===== config.mk =====
export PLATFORM = sky130hd
export DESIGN_NAME = pcr_regs
export DESIGN_NICKNAME = d
export VERILOG_FILES = /design/src/rtl/pcr_pkg.sv /design/src/rtl/pcr_regs.sv /design/src/rtl/pcr_msi_seq.sv
export SDC_FILE = /design/constraint.sdc
export NUM_CORES = 1
export LEC_CHECK = 0
export ABC_AREA = 1
export BUFFER_PORTS_ARGS = -buffer_cell sky130_fd_sc_hd__buf_2
export CAP_MARGIN = 30
export CORE_ASPECT_RATIO = 1.2
export CORE_MARGIN = 5
export CORE_UTILIZATION = 36
export DETAILED_ROUTE_END_ITERATION = 10
export GPL_ROUTABILITY_DRIVEN = 0
export HOLD_SLACK_MARGIN = 0.05
export PLACE_DENSITY = 0.58
export SYNTH_ARGS = -nofsm -noshare
export SYNTH_HDL_FRONTEND = slang
export SYNTH_SLANG_ARGS = --single-unit
export TNS_END_PERCENT = 5

===== constraint.sdc =====
create_clock -name ref_clk_i -period 4.5 [get_ports ref_clk_i]
set_input_delay 0.225 -clock ref_clk_i [delete_from_list [all_inputs] [get_ports ref_clk_i]]
set_output_delay 0.225 -clock ref_clk_i [all_outputs]
set_load 0.005 [all_outputs]

===== src/rtl/pcr_pkg.sv =====
package pcr_pkg;
    // register select codes on both access sides
    localparam logic [1:0] SEL_PENDING = 2'h0;
    localparam logic [1:0] SEL_CAP_HDR = 2'h1;
    localparam logic [1:0] SEL_DEV_CAP = 2'h2;

    // reset values
    localparam logic [31:0] PENDING_RST = 32'h0000_0000;
    localparam logic [4:0] MSG_NUM_RST = 5'h00;
    localparam logic [3:0] TYPE_ENDPOINT = 4'h0;
    localparam logic [3:0] TYPE_ROOT = 4'h4;
    localparam logic [3:0] CAP_VERSION = 4'h1;
    localparam logic [7:0] NEXT_PTR_RST = 8'h00;
    localparam logic [7:0] CAP_ID_RST = 8'h10;
    localparam logic [2:0] PAYLOAD_RST_CH0 = 3'h2;
    localparam logic [2:0] PAYLOAD_RST_CHN = 3'h1;
    localparam logic [2:0] LATENCY_RST = 3'h0;

    // capability header field positions
    localparam int MSG_NUM_LSB = 25;
    localparam int SLOT_BIT = 24;
    localparam int TYPE_LSB = 20;
    localparam int VER_LSB = 16;
    localparam int NEXT_LSB = 8;
    localparam int ID_LSB = 0;

    // device capability field positions
    localparam int SCALE_LSB = 26;
    localparam int LIMIT_LSB = 18;
    localparam int ROLE_ERR_BIT = 15;
    localparam int L1_LAT_LSB = 9;
    localparam int L0S_LAT_LSB = 6;
    localparam int EXT_TAG_BIT = 5;
    localparam int PHANTOM_LSB = 3;
    localparam int PAYLOAD_LSB = 0;

    // multiple message enable: 000..101 give 1..32 vectors
    localparam logic [2:0] MME_MAX = 3'h5;
endpackage : pcr_pkg


===== src/rtl/pcr_regs.sv =====
`timescale 1ns/100ps
// Function
// - writing 1 to pending bit requests message
// - send one at a time, lowest, unmasked
// - pending reads outstanding state, link read-only
// - reserved bits read as zero
// - message number field, resets zero
// - port type only endpoint or root values
// - mode pin loads port type at start
// - capability version fixed read-only one
// - header resets next 00, id 10
// - slot power scale two-bit encoding kept
// - endpoint captures slot power limit message
// - role-based error bit always reads one
// - deep idle exit tolerance three bits
// - light idle exit tolerance three bits
// - extended tag supported fixed zero
// - phantom function supported fixed zero
// - max payload supported, reset per channel
// - mask bit one suppresses that vector
// - multiple message enable gives vector count
module pcr_regs #(
    parameter int CHANNEL = 0
) (
    input wire logic ref_clk_i,
    input wire logic rst_n_i,
    input wire logic root_mode_pin_i,
    input wire logic sh_wr_i,
    input wire logic sh_rd_i,
    input wire logic [1:0] sh_sel_i,
    input wire logic [31:0] sh_wdata_i,
    output logic [31:0] sh_rdata_o,
    output logic sh_rvalid_o,
    input wire logic cfg_rd_i,
    input wire logic [1:0] cfg_sel_i,
    output logic [31:0] cfg_rdata_o,
    output logic cfg_rvalid_o,
    input wire logic [31:0] vector_mask_bits_i,
    input wire logic msi_enable_i,
    input wire logic [2:0] msg_enable_count_i,
    input wire logic slot_power_msg_i,
    input wire logic [1:0] slot_power_scale_i,
    input wire logic [7:0] slot_power_value_i,
    output logic msi_req_o,
    output logic [4:0] msi_vector_o,
    input wire logic msi_ack_i,
    output logic [4:0] int_msg_number_o
);
    // vector count allocated by the multiple message enable code
    function automatic logic [31:0] allowed_mask(input logic [2:0] mme);
        logic [31:0] m;
        m = 32'hFFFF_FFFF;
        if (mme <= pcr_pkg::MME_MAX) begin
            m = ~(32'hFFFF_FFFE << ((6'h01 << mme) - 6'h01));
        end
        return m;
    endfunction : allowed_mask

    // register state
    logic [31:0] pending_q;
    logic [31:0] pending_d;
    logic [4:0] msg_num_q;
    logic slot_q;
    logic [3:0] type_q;
    logic [3:0] type_d;
    logic [7:0] next_q;
    logic [7:0] id_q;
    logic [1:0] scale_q;
    logic [1:0] scale_d;
    logic [7:0] limit_q;
    logic [7:0] limit_d;
    logic [2:0] l1_lat_q;
    logic [2:0] l0s_lat_q;
    logic [2:0] payload_q;
    logic [31:0] sh_rdata_q;
    logic sh_rvalid_q;
    logic [31:0] cfg_rdata_q;
    logic cfg_rvalid_q;
    logic mode_meta_q;
    logic mode_sync_q;
    logic [1:0] mode_step_q;

    logic seq_clr;
    logic [4:0] seq_clr_vec;

    // the sync pair settles on edges 1 and 2, so the type loads on edge 3
    localparam logic [1:0] MODE_LOAD_STEP = 2'h2;

    // channel zero supports a larger payload than the others
    localparam logic [2:0] PAYLOAD_RST = (CHANNEL == 0) ?
        pcr_pkg::PAYLOAD_RST_CH0 : pcr_pkg::PAYLOAD_RST_CHN;

    // write decode
    wire logic wr_pend = sh_wr_i && (sh_sel_i == pcr_pkg::SEL_PENDING);
    wire logic wr_hdr = sh_wr_i && (sh_sel_i == pcr_pkg::SEL_CAP_HDR);
    wire logic wr_dev = sh_wr_i && (sh_sel_i == pcr_pkg::SEL_DEV_CAP);
    wire logic is_root = (type_q == pcr_pkg::TYPE_ROOT);
    wire logic [3:0] wr_type = sh_wdata_i[pcr_pkg::TYPE_LSB +: 4];
    wire logic type_legal = (wr_type == pcr_pkg::TYPE_ENDPOINT) ||
        (wr_type == pcr_pkg::TYPE_ROOT);
    wire logic [31:0] clr_mask = seq_clr ? (32'h1 << seq_clr_vec) :
        32'h0;
    wire logic [31:0] allowed = msi_enable_i ?
        allowed_mask(msg_enable_count_i) : 32'h0;

    // a software 1 written in the clearing cycle survives the clear
    assign pending_d = wr_pend ? sh_wdata_i :
        (pending_q & ~clr_mask);

    // prohibited port types are ignored; the mode pin wins once
    assign type_d = (mode_step_q == MODE_LOAD_STEP) ?
        (mode_sync_q ? pcr_pkg::TYPE_ROOT : pcr_pkg::TYPE_ENDPOINT) :
        ((wr_hdr && type_legal) ? wr_type : type_q);

    // message capture beats a software write in the same cycle
    assign scale_d = (slot_power_msg_i && !is_root) ? slot_power_scale_i :
        (wr_dev ? sh_wdata_i[pcr_pkg::SCALE_LSB +: 2] : scale_q);
    assign limit_d = (slot_power_msg_i && !is_root) ? slot_power_value_i :
        (wr_dev ? sh_wdata_i[pcr_pkg::LIMIT_LSB +: 8] : limit_q);

    // read images; reserved and fixed bits come from constants
    wire logic [31:0] hdr_img = {2'b00, msg_num_q, slot_q, type_q,
        pcr_pkg::CAP_VERSION, next_q, id_q};
    wire logic [31:0] dev_img = {4'h0, scale_q, limit_q, 2'b00, 1'b1,
        3'b000, l1_lat_q, l0s_lat_q, 1'b0, 2'b00, payload_q};
    wire logic [31:0] sh_img = (sh_sel_i == pcr_pkg::SEL_PENDING) ?
        pending_q : (sh_sel_i == pcr_pkg::SEL_CAP_HDR) ? hdr_img :
        (sh_sel_i == pcr_pkg::SEL_DEV_CAP) ? dev_img : 32'h0;
    wire logic [31:0] cfg_img = (cfg_sel_i == pcr_pkg::SEL_PENDING) ?
        pending_q : (cfg_sel_i == pcr_pkg::SEL_CAP_HDR) ? hdr_img :
        (cfg_sel_i == pcr_pkg::SEL_DEV_CAP) ? dev_img : 32'h0;

    // mode pin is asynchronous: two flops, then one capture after release
    always_ff @(posedge ref_clk_i or negedge rst_n_i) begin
        if (!rst_n_i) begin
            mode_meta_q <= 1'b0;
            mode_sync_q <= 1'b0;
            mode_step_q <= 2'h0;
        end else begin
            mode_meta_q <= root_mode_pin_i;
            mode_sync_q <= mode_meta_q;
            if (mode_step_q != 2'h3) begin
                mode_step_q <= mode_step_q + 2'h1;
            end
        end
    end

    // pending word and the link-visible port type
    always_ff @(posedge ref_clk_i or negedge rst_n_i) begin
        if (!rst_n_i) begin
            pending_q <= pcr_pkg::PENDING_RST;
            type_q <= pcr_pkg::TYPE_ENDPOINT;
        end else begin
            pending_q <= pending_d;
            type_q <= type_d;
        end
    end

    // capability header fields, writable from the internal bus only
    always_ff @(posedge ref_clk_i or negedge rst_n_i) begin
        if (!rst_n_i) begin
            msg_num_q <= pcr_pkg::MSG_NUM_RST;
            slot_q <= 1'b0;
            next_q <= pcr_pkg::NEXT_PTR_RST;
            id_q <= pcr_pkg::CAP_ID_RST;
        end else if (wr_hdr) begin
            msg_num_q <= sh_wdata_i[pcr_pkg::MSG_NUM_LSB +: 5];
            slot_q <= sh_wdata_i[pcr_pkg::SLOT_BIT];
            next_q <= sh_wdata_i[pcr_pkg::NEXT_LSB +: 8];
            id_q <= sh_wdata_i[pcr_pkg::ID_LSB +: 8];
        end
    end

    // device capability fields
    always_ff @(posedge ref_clk_i or negedge rst_n_i) begin
        if (!rst_n_i) begin
            scale_q <= 2'b00;
            limit_q <= 8'h00;
            l1_lat_q <= pcr_pkg::LATENCY_RST;
            l0s_lat_q <= pcr_pkg::LATENCY_RST;
            payload_q <= PAYLOAD_RST;
        end else begin
            scale_q <= scale_d;
            limit_q <= limit_d;
            if (wr_dev) begin
                l1_lat_q <= sh_wdata_i[pcr_pkg::L1_LAT_LSB +: 3];
                l0s_lat_q <= sh_wdata_i[pcr_pkg::L0S_LAT_LSB +: 3];
                payload_q <= sh_wdata_i[pcr_pkg::PAYLOAD_LSB +: 3];
            end
        end
    end

    // registered read answers; link side has no write path at all
    always_ff @(posedge ref_clk_i or negedge rst_n_i) begin
        if (!rst_n_i) begin
            sh_rdata_q <= 32'h0;
            sh_rvalid_q <= 1'b0;
            cfg_rdata_q <= 32'h0;
            cfg_rvalid_q <= 1'b0;
        end else begin
            sh_rvalid_q <= sh_rd_i;
            cfg_rvalid_q <= cfg_rd_i;
            if (sh_rd_i) begin
                sh_rdata_q <= sh_img;
            end
            if (cfg_rd_i) begin
                cfg_rdata_q <= cfg_img;
            end
        end
    end

    pcr_msi_seq u_seq (
        .ref_clk_i(ref_clk_i),
        .rst_n_i(rst_n_i),
        .pending_i(pending_q),
        .vector_mask_bits_i(vector_mask_bits_i),
        .allowed_i(allowed),
        .msi_ack_i(msi_ack_i),
        .msi_req_o(msi_req_o),
        .msi_vector_o(msi_vector_o),
        .clr_valid_o(seq_clr),
        .clr_vector_o(seq_clr_vec)
    );

    assign sh_rdata_o = sh_rdata_q;
    assign sh_rvalid_o = sh_rvalid_q;
    assign cfg_rdata_o = cfg_rdata_q;
    assign cfg_rvalid_o = cfg_rvalid_q;
    assign int_msg_number_o = msg_num_q;
endmodule : pcr_regs


===== src/rtl/pcr_msi_seq.sv =====
`timescale 1ns/100ps
module pcr_msi_seq (
    input wire logic ref_clk_i,
    input wire logic rst_n_i,
    input wire logic [31:0] pending_i,
    input wire logic [31:0] vector_mask_bits_i,
    input wire logic [31:0] allowed_i,
    input wire logic msi_ack_i,
    output logic msi_req_o,
    output logic [4:0] msi_vector_o,
    output logic clr_valid_o,
    output logic [4:0] clr_vector_o
);
    typedef enum logic [1:0] {SQ_IDLE, SQ_SEND, SQ_SETTLE} pcr_seq_e;

    // lowest set bit wins
    function automatic logic [4:0] lowest_bit(input logic [31:0] v);
        logic [4:0] idx;
        idx = 5'h00;
        for (int i = 31; i >= 0; i--) begin
            if (v[i]) begin
                idx = 5'(i);
            end
        end
        return idx;
    endfunction : lowest_bit

    pcr_seq_e state_q;
    pcr_seq_e state_d;
    logic [4:0] vec_q;
    logic [4:0] vec_d;
    logic req_q;
    logic req_d;
    logic clr_q;
    logic clr_d;

    // masked-off vectors are skipped, not dropped
    wire logic [31:0] eligible = pending_i & ~vector_mask_bits_i & allowed_i;
    wire logic [4:0] pick = lowest_bit(eligible);

    // one message at a time; settle lets the pending clear land first
    always_comb begin
        state_d = state_q;
        vec_d = vec_q;
        req_d = req_q;
        clr_d = 1'b0;
        case (state_q)
            SQ_IDLE: begin
                if (|eligible) begin
                    state_d = SQ_SEND;
                    vec_d = pick;
                    req_d = 1'b1;
                end
            end
            SQ_SEND: begin
                if (msi_ack_i) begin
                    state_d = SQ_SETTLE;
                    req_d = 1'b0;
                    clr_d = 1'b1;
                end
            end
            SQ_SETTLE: state_d = SQ_IDLE;
            default: begin
                state_d = SQ_IDLE;
                req_d = 1'b0;
            end
        endcase
    end

    always_ff @(posedge ref_clk_i or negedge rst_n_i) begin
        if (!rst_n_i) begin
            state_q <= SQ_IDLE;
            vec_q <= 5'h00;
            req_q <= 1'b0;
            clr_q <= 1'b0;
        end else begin
            state_q <= state_d;
            vec_q <= vec_d;
            req_q <= req_d;
            clr_q <= clr_d;
        end
    end

    assign msi_req_o = req_q;
    assign msi_vector_o = vec_q;
    assign clr_valid_o = clr_q;
    assign clr_vector_o = vec_q;
endmodule : pcr_msi_seq


* Yosys cells after proc, flatten, opt, wreduce, memory -nomap -nowiden
Index checks and enable logic that the tools add are counted.
** Storage, ports and cells
- Flip-flop bits (word level) :: 156
- Output and inout port bits :: 77
- Logic and storage cells :: 121
- Bits of input ports :: 90
** Operators by class
- Eq/ne operators :: 12
- Bitwise gates (word level) :: 7
- Mux-type cells :: 57
- Add/sub/neg operators :: 2
- $lt $le $gt $ge :: 1
- Reduce and logical (&&, ||, !) cells :: 17
- Shift operators :: 3
** Operators with widths (number)
- $mux 32 :: 6
- $mux 5 :: 32
- $and 32x32->32 :: 3
- $not 32->32 :: 3
- $mux 30 :: 2
- $mux 28 :: 2
- $reduce_or 32->1 :: 1
- $shl 1x5->32 const A :: 1
- $shl 32x6->32 const A :: 1
- $mux 8 :: 2
- $eq 2x2->1 const B :: 4
- $eq 4x3->1 const B :: 2
- $mux 2 :: 4
- $mux 4 :: 2
- $eq 2x1->1 const B :: 3
- $logic_not 2->1 :: 3
- $shl 1x3->6 const A :: 1
- $sub 6x1->6 const B :: 1
- $logic_and 1x1->1 :: 5
- $logic_not 4->1 :: 1
- $mux 1 :: 4
- $ne 2x2->1 const B :: 2
- $pmux 2 s2 :: 1
- $reduce_and 2->1 :: 2
- 10 further kinds :: 11

* Logic depth before layout (Yosys ltp)
- Depth in word-level cells :: 39
- Gate-level depth with buffers :: 42

* Cells and area by module
From an unflattened synthesis, not the netlist that was laid out.
** Unflattened totals
- Cell total of the unflattened synthesis :: 1141
- Area total of the unflattened synthesis :: 8165.3 µm²
** Modules (own cells, without submodules)
- pcr_regs :: seq. area each 3681.0 µm², area an instance 7103.1 µm², times used 1, cells an instance 937
- pcr_msi_seq :: seq. area each 225.2 µm², area an instance 1062.3 µm², times used 1, cells an instance 204

* Least setup slack after synthesis
OpenSTA, ideal clock, no wires.
- Path type :: input port to flip-flop
- Start :: input msg_enable_count_i[1]
- End :: register u_seq.vec_q[0], in the netlist u_seq.clr_vector_o[0]
- Cell stages on the path :: 39
- Setup time :: 0.116 ns
- Data arrival time :: 2.683 ns
- Buffers on the path :: 0
- Path slack :: 1.700 ns
- Cell sequence :: nor2_2 -> inv_1 -> nor2_1 -> inv_1 -> ha_1 -> nand4_1 -> nand2_2 -> nand2_1 -> nand2_1 -> o21ai_0 -> nand2_2 -> nand2_1 -> nand2_1 -> nand2_1 -> nand2_1 -> nand2_1 -> nand2_1 -> nand2_1 -> (+3 left out) -> nand2_1 -> nand2_1 -> nand2_1 -> nand2_1 -> nand2_1 -> nand2_1 -> nand2_1 -> nand2_1 -> nand2_1 -> nand2_1 -> nand2_1 -> nand2_1 -> nand2_1 -> nand2_1 -> nand2_1 -> nand2_1 -> nand2_1 -> nand2_1
** On the way
- Word-level cells in the longest chain between the ends :: 39
- Elaborated cells between the ends (all ways) :: 42
** Ends and longest elaborated chain
- start, declared :: line pcr_regs.sv:40 : input wire logic [2:0] msg_enable_count_i,
- $shl 1x3->6 :: line pcr_regs.sv:54 : m = ~(32'hFFFF_FFFE << ((6'h01 << mme) - 6'h01));
- $sub 6x1->6 :: line pcr_regs.sv:54
- $shl 32x6->32 :: line pcr_regs.sv:54
- $not 32->32 :: line pcr_regs.sv:54
- $mux 32 * :: line pcr_regs.sv:53 : if (mme <= pcr_pkg::MME_MAX) begin
- $mux 32 * :: line pcr_regs.sv:103 : wire logic [31:0] allowed = msi_enable_i ?
- $and 32x32->32 * :: line pcr_msi_seq.sv:38 : wire logic [31:0] eligible = pending_i & ~vector_mask_bits_i & allowed_i;
- $mux 5 (32 in a row) :: line pcr_msi_seq.sv:21 : if (v[i]) begin
- end signal, assigned :: line pcr_msi_seq.sv:78 : vec_q <= vec_d;
- end, declared :: line pcr_msi_seq.sv:30 : logic [4:0] vec_q;
Mark *: on every way between the ends. The rest lies on a longest branch, timed or not.
A chain may end at the register's enable or synchronous reset.

* Worst setup path after layout
- Start :: input msg_enable_count_i[2]
- End :: register u_seq.vec_q[0], in the netlist u_seq.clr_vector_o[0]
The elaborated chain is that of the path after synthesis.

==> flow_summary.json <==
{
  "status": "complete, no violations",
  "slowest_delay_ns": 0.33,
  "cts_max_level": 4,
  "setup_viol": 0,
  "cp_slowest_cell": "ha_1",
  "cp_max_fo": 13,
  "hold_viol": 0,
  "grt_pass1_vias": 7055,
  "p_leak_nw": 4.80,
  "coreArea_mm2": 0.0216,
  "ys_warn_count": 0,
  "numPortBuffers": 166,
  "vdd_drop_max_mv": 0.260,
  "synth-seq-cells": 156,
  "end_kind": "flip-flop",
  "num_antenna_cells": 0,
  "crit_type": "input pin to flip-flop",
  "drt-pass1-iter-count": 5,
  "syn2layout_area_growth_pct": 23.9,
  "synth-compound-area-share_pct": 18.6,
  "arrival_ns": 3.18,
  "num_vias": 7205,
  "clock_latency_ns": 0.43,
  "drt-wirelength-per-cell_um": 18.3,
  "dieArea_mm2": 0.0249,
  "drv_slew": 0,
  "initial_core_util_pct": 36.4,
  "drive_gt1_share_pct": 24.1,
  "synth_nets": 1047,
  "max_freq_ghz": 0.349,
  "pwr_density_cell_mw_per_mm2": 450,
  "syn-cell-area_mm2": 0.00787,
  "synth_top_family_by_area": "simple AND/OR/NAND/NOR gates",
  "numCtsBuffers": 17,
  "drcViolationCount": 0,
  "ys.flop_type": "dfrtp_1",
  "dpl.hpwl_um": 19400,
  "r2r_slack_ns": 2.03,
  "synth_cells": 952,
  "fp.dieH_um": 172,
  "setup_tns_ns": 0,
  "yosys.area.top_type": "dfrtp_1",
  "holdBufCountCts": 19,
  "synth_top_area_share_pct": 49.0,
  "synth_mux_area_share_pct": 3.44,
  "row_count": 59,
  "clockBufferDepth": 2,
  "synth_area_leaders": "dfrtp_1 49%, nand2_1 8.0%, o21ai_0 7.3%, inv_1 5.5%, a21oi_1 5.2%",
  "clk_pin_slew_ns": 0.06,
  "ys_types": 46,
  "worst_slew_pin_slew_ns": 0.870,
  "cp_common_cell": "nand2_1",
  "cts_resized": 0,
  "reg2reg_depth": 35,
  "die_w_um": 145,
  "grt_use_total_pct": 20.3,
  "drt-initial-drc-count": 522,
  "hp-class": "input pin to flip-flop",
  "grt_max_degree": 94,
  "cts_root_buf": "clkbuf_16",
  "fin_skew_ns": 0.0127,
  "synth-edff-count": 0,
  "synthAdderAreaFrac_pct": 0.795,
  "pin_count": 167,
  "cts.sinks": 156,
  "async_flop_share_pct": 100,
  "netlist_top_cells_count": "168 x nand2_1, 154 x dfrtp_1, 116 x inv_1",
  "grt-ovfl-total": 0,
  "post_cts_buffers": 0,
  "cp-endpoint": "u_seq.clr_vector_o[0]",
  "required_ns": 4.82,
  "r2r-start": "pending_q[30]",
  "relSlewSlack_pct": 42.0,
  "nNetsFinal": 1219,
  "totalWireLength_um": 25800,
  "synthSimpleGateAreaFrac_pct": 18.7,
  "r2r-end": "u_seq.clr_vector_o[0]",
  "ant_nets": 0,
  "finalPower_mw": 4.38,
  "cts_tree": "done",
  "routed_via_density": 5.11,
  "critPathLaunchType": "input pin",
  "avgSynthCellArea_um2": 8.26,
  "synthXorXnorAreaFrac_pct": 0.111,
  "rsz0062_at_grt": "false",
  "maxCapViolations": 0,
  "post-synth-top-count-cell": "nand2_1",
  "min_period_over_period_pct": 63.7,
  "ys_seq_area_share_pct": 49.7,
  "startpoint": "msg_enable_count_i[2]",
  "antenna_found_initial": 0,
  "finalCriticalPeriod_ns": 2.86,
  "grt_pass1_wl_um": 40000
}
[critical path, delay by kind of cell]
| family | cells | cell delay (ns) |
|---|---|---|
| AND/OR/NAND/NOR | 31 | 1.90 |
| AO/OA/AOI/OAI | 2 | 0.31 |
| adder cells (fa/ha/maj) | 1 | 0.33 |
| buffers and inverters | 3 | 0.42 |
[kinds of logic (layout without fill, tap and decap cells)]
group                    after synthesis  count (layout)
AND/OR/NAND/NOR                      329             329
AO/OA/AOI/OAI                        264             264
buffers and inverters                173             358
flip-flops                           156             156
multiplexers                          24              24
adder cells (fa/ha/maj)                5               5
XOR/XNOR                               1               1
[through the flow]
stage | cell area (µm²) | setup WS (ns) | utilization (%) | instances | hold slack (ns)
4_1_cts | 9740 | 1.65 | 45.0 | 1411 | 0.0505
6_report | 9740 | 1.64 | 45.0 | 1411 | 0.0620
2_1_floorplan | 7870 | 1.70 | - | 952 | -0.0706
3_3_place_gp | 8940 | 1.24 | 41.3 | 1358 | 0.334
5_1_grt | 9740 | 1.19 | 45.0 | 1411 | 0.0558
3_5_place_dp | 8980 | 1.21 | 41.5 | 1360 | 0.335
[where the power goes]
part	switching, mW	internal, mW	leakage [nW]	total, mW
combinational	0.704	0.415	2.57	1.12
clock	0.607	0.790	0.276	1.40
sequential	0.198	1.67	1.95	1.87
[registers in the layout, summed over array words and instances, names as in the netlist, 2 cells and up]
name / flops
mode_step_q: 2
u_seq.clr_vector_o: 5
limit_q: 8
type_q: 4
l1_lat_q: 3
cfg_rdata_o: 32
int_msg_number_o: 5
next_q: 8
sh_rdata_o: 32
u_seq.state_q: 2
id_q: 8
l0s_lat_q: 3
payload_q: 3
pending_q: 32
scale_q: 2
[how the worst min path moves through the flow]
stage / start / to / slack (ns) / depth (start not counted)
after global routing: sh_wdata_i[8] / l0s_lat_q[2] / 0.06 / 3
final: sh_wdata_i[5] / id_q[5] / 0.06 / 3
after floorplan: rst_n_i / cfg_rdata_o[0] / -0.07 / 0
after global placement: root_mode_pin_i / mode_meta_q / 0.33 / 1
after detailed placement: root_mode_pin_i / mode_meta_q / 0.33 / 1
after CTS: sh_wdata_i[8] / next_q[0] / 0.05 / 3
[cells in the final DEF, fill, tap and decap left out, types with 17 or more instances in the layout]
cell | synthesis | final
nand2_1 | 168 | 168
buf_2 | 0 | 165
dfrtp_1 | 154 | 154
inv_1 | 116 | 116
o21ai_0 | 114 | 114
a21oi_1 | 82 | 82
nor2_1 | 49 | 48
nand3_1 | 39 | 39
nor3_1 | 38 | 38
o22ai_1 | 34 | 34
mux2_2 | 24 | 24
dlygate4sd3_1 | 0 | 19
clkbuf_16 | 0 | 17
[final cells by class]
cell class / instances / area [µm²]
Clock buffer: 19 / 443
Clock inverter: 13 / 133
Fill cell: 2216 / 11900
Inverter: 127 / 482
Multi-Input combinational cell: 623 / 3280
Sequential cell: 156 / 3910
Tap cell: 274 / 343
Timing Repair Buffer: 199 / 1150
[routing by layer]
layer | vias to the layer above | wire length, µm | GRT usage, %
met1 | 3396 | 11500 | 26.6
li1 | 3551 | - | -
met5 | - | 0 | 0
met3 | 41 | 1540 | 4.48
met4 | 0 | 684 | 7.45
met2 | 217 | 12100 | 33.4
(Power assumes the default switching activity.)
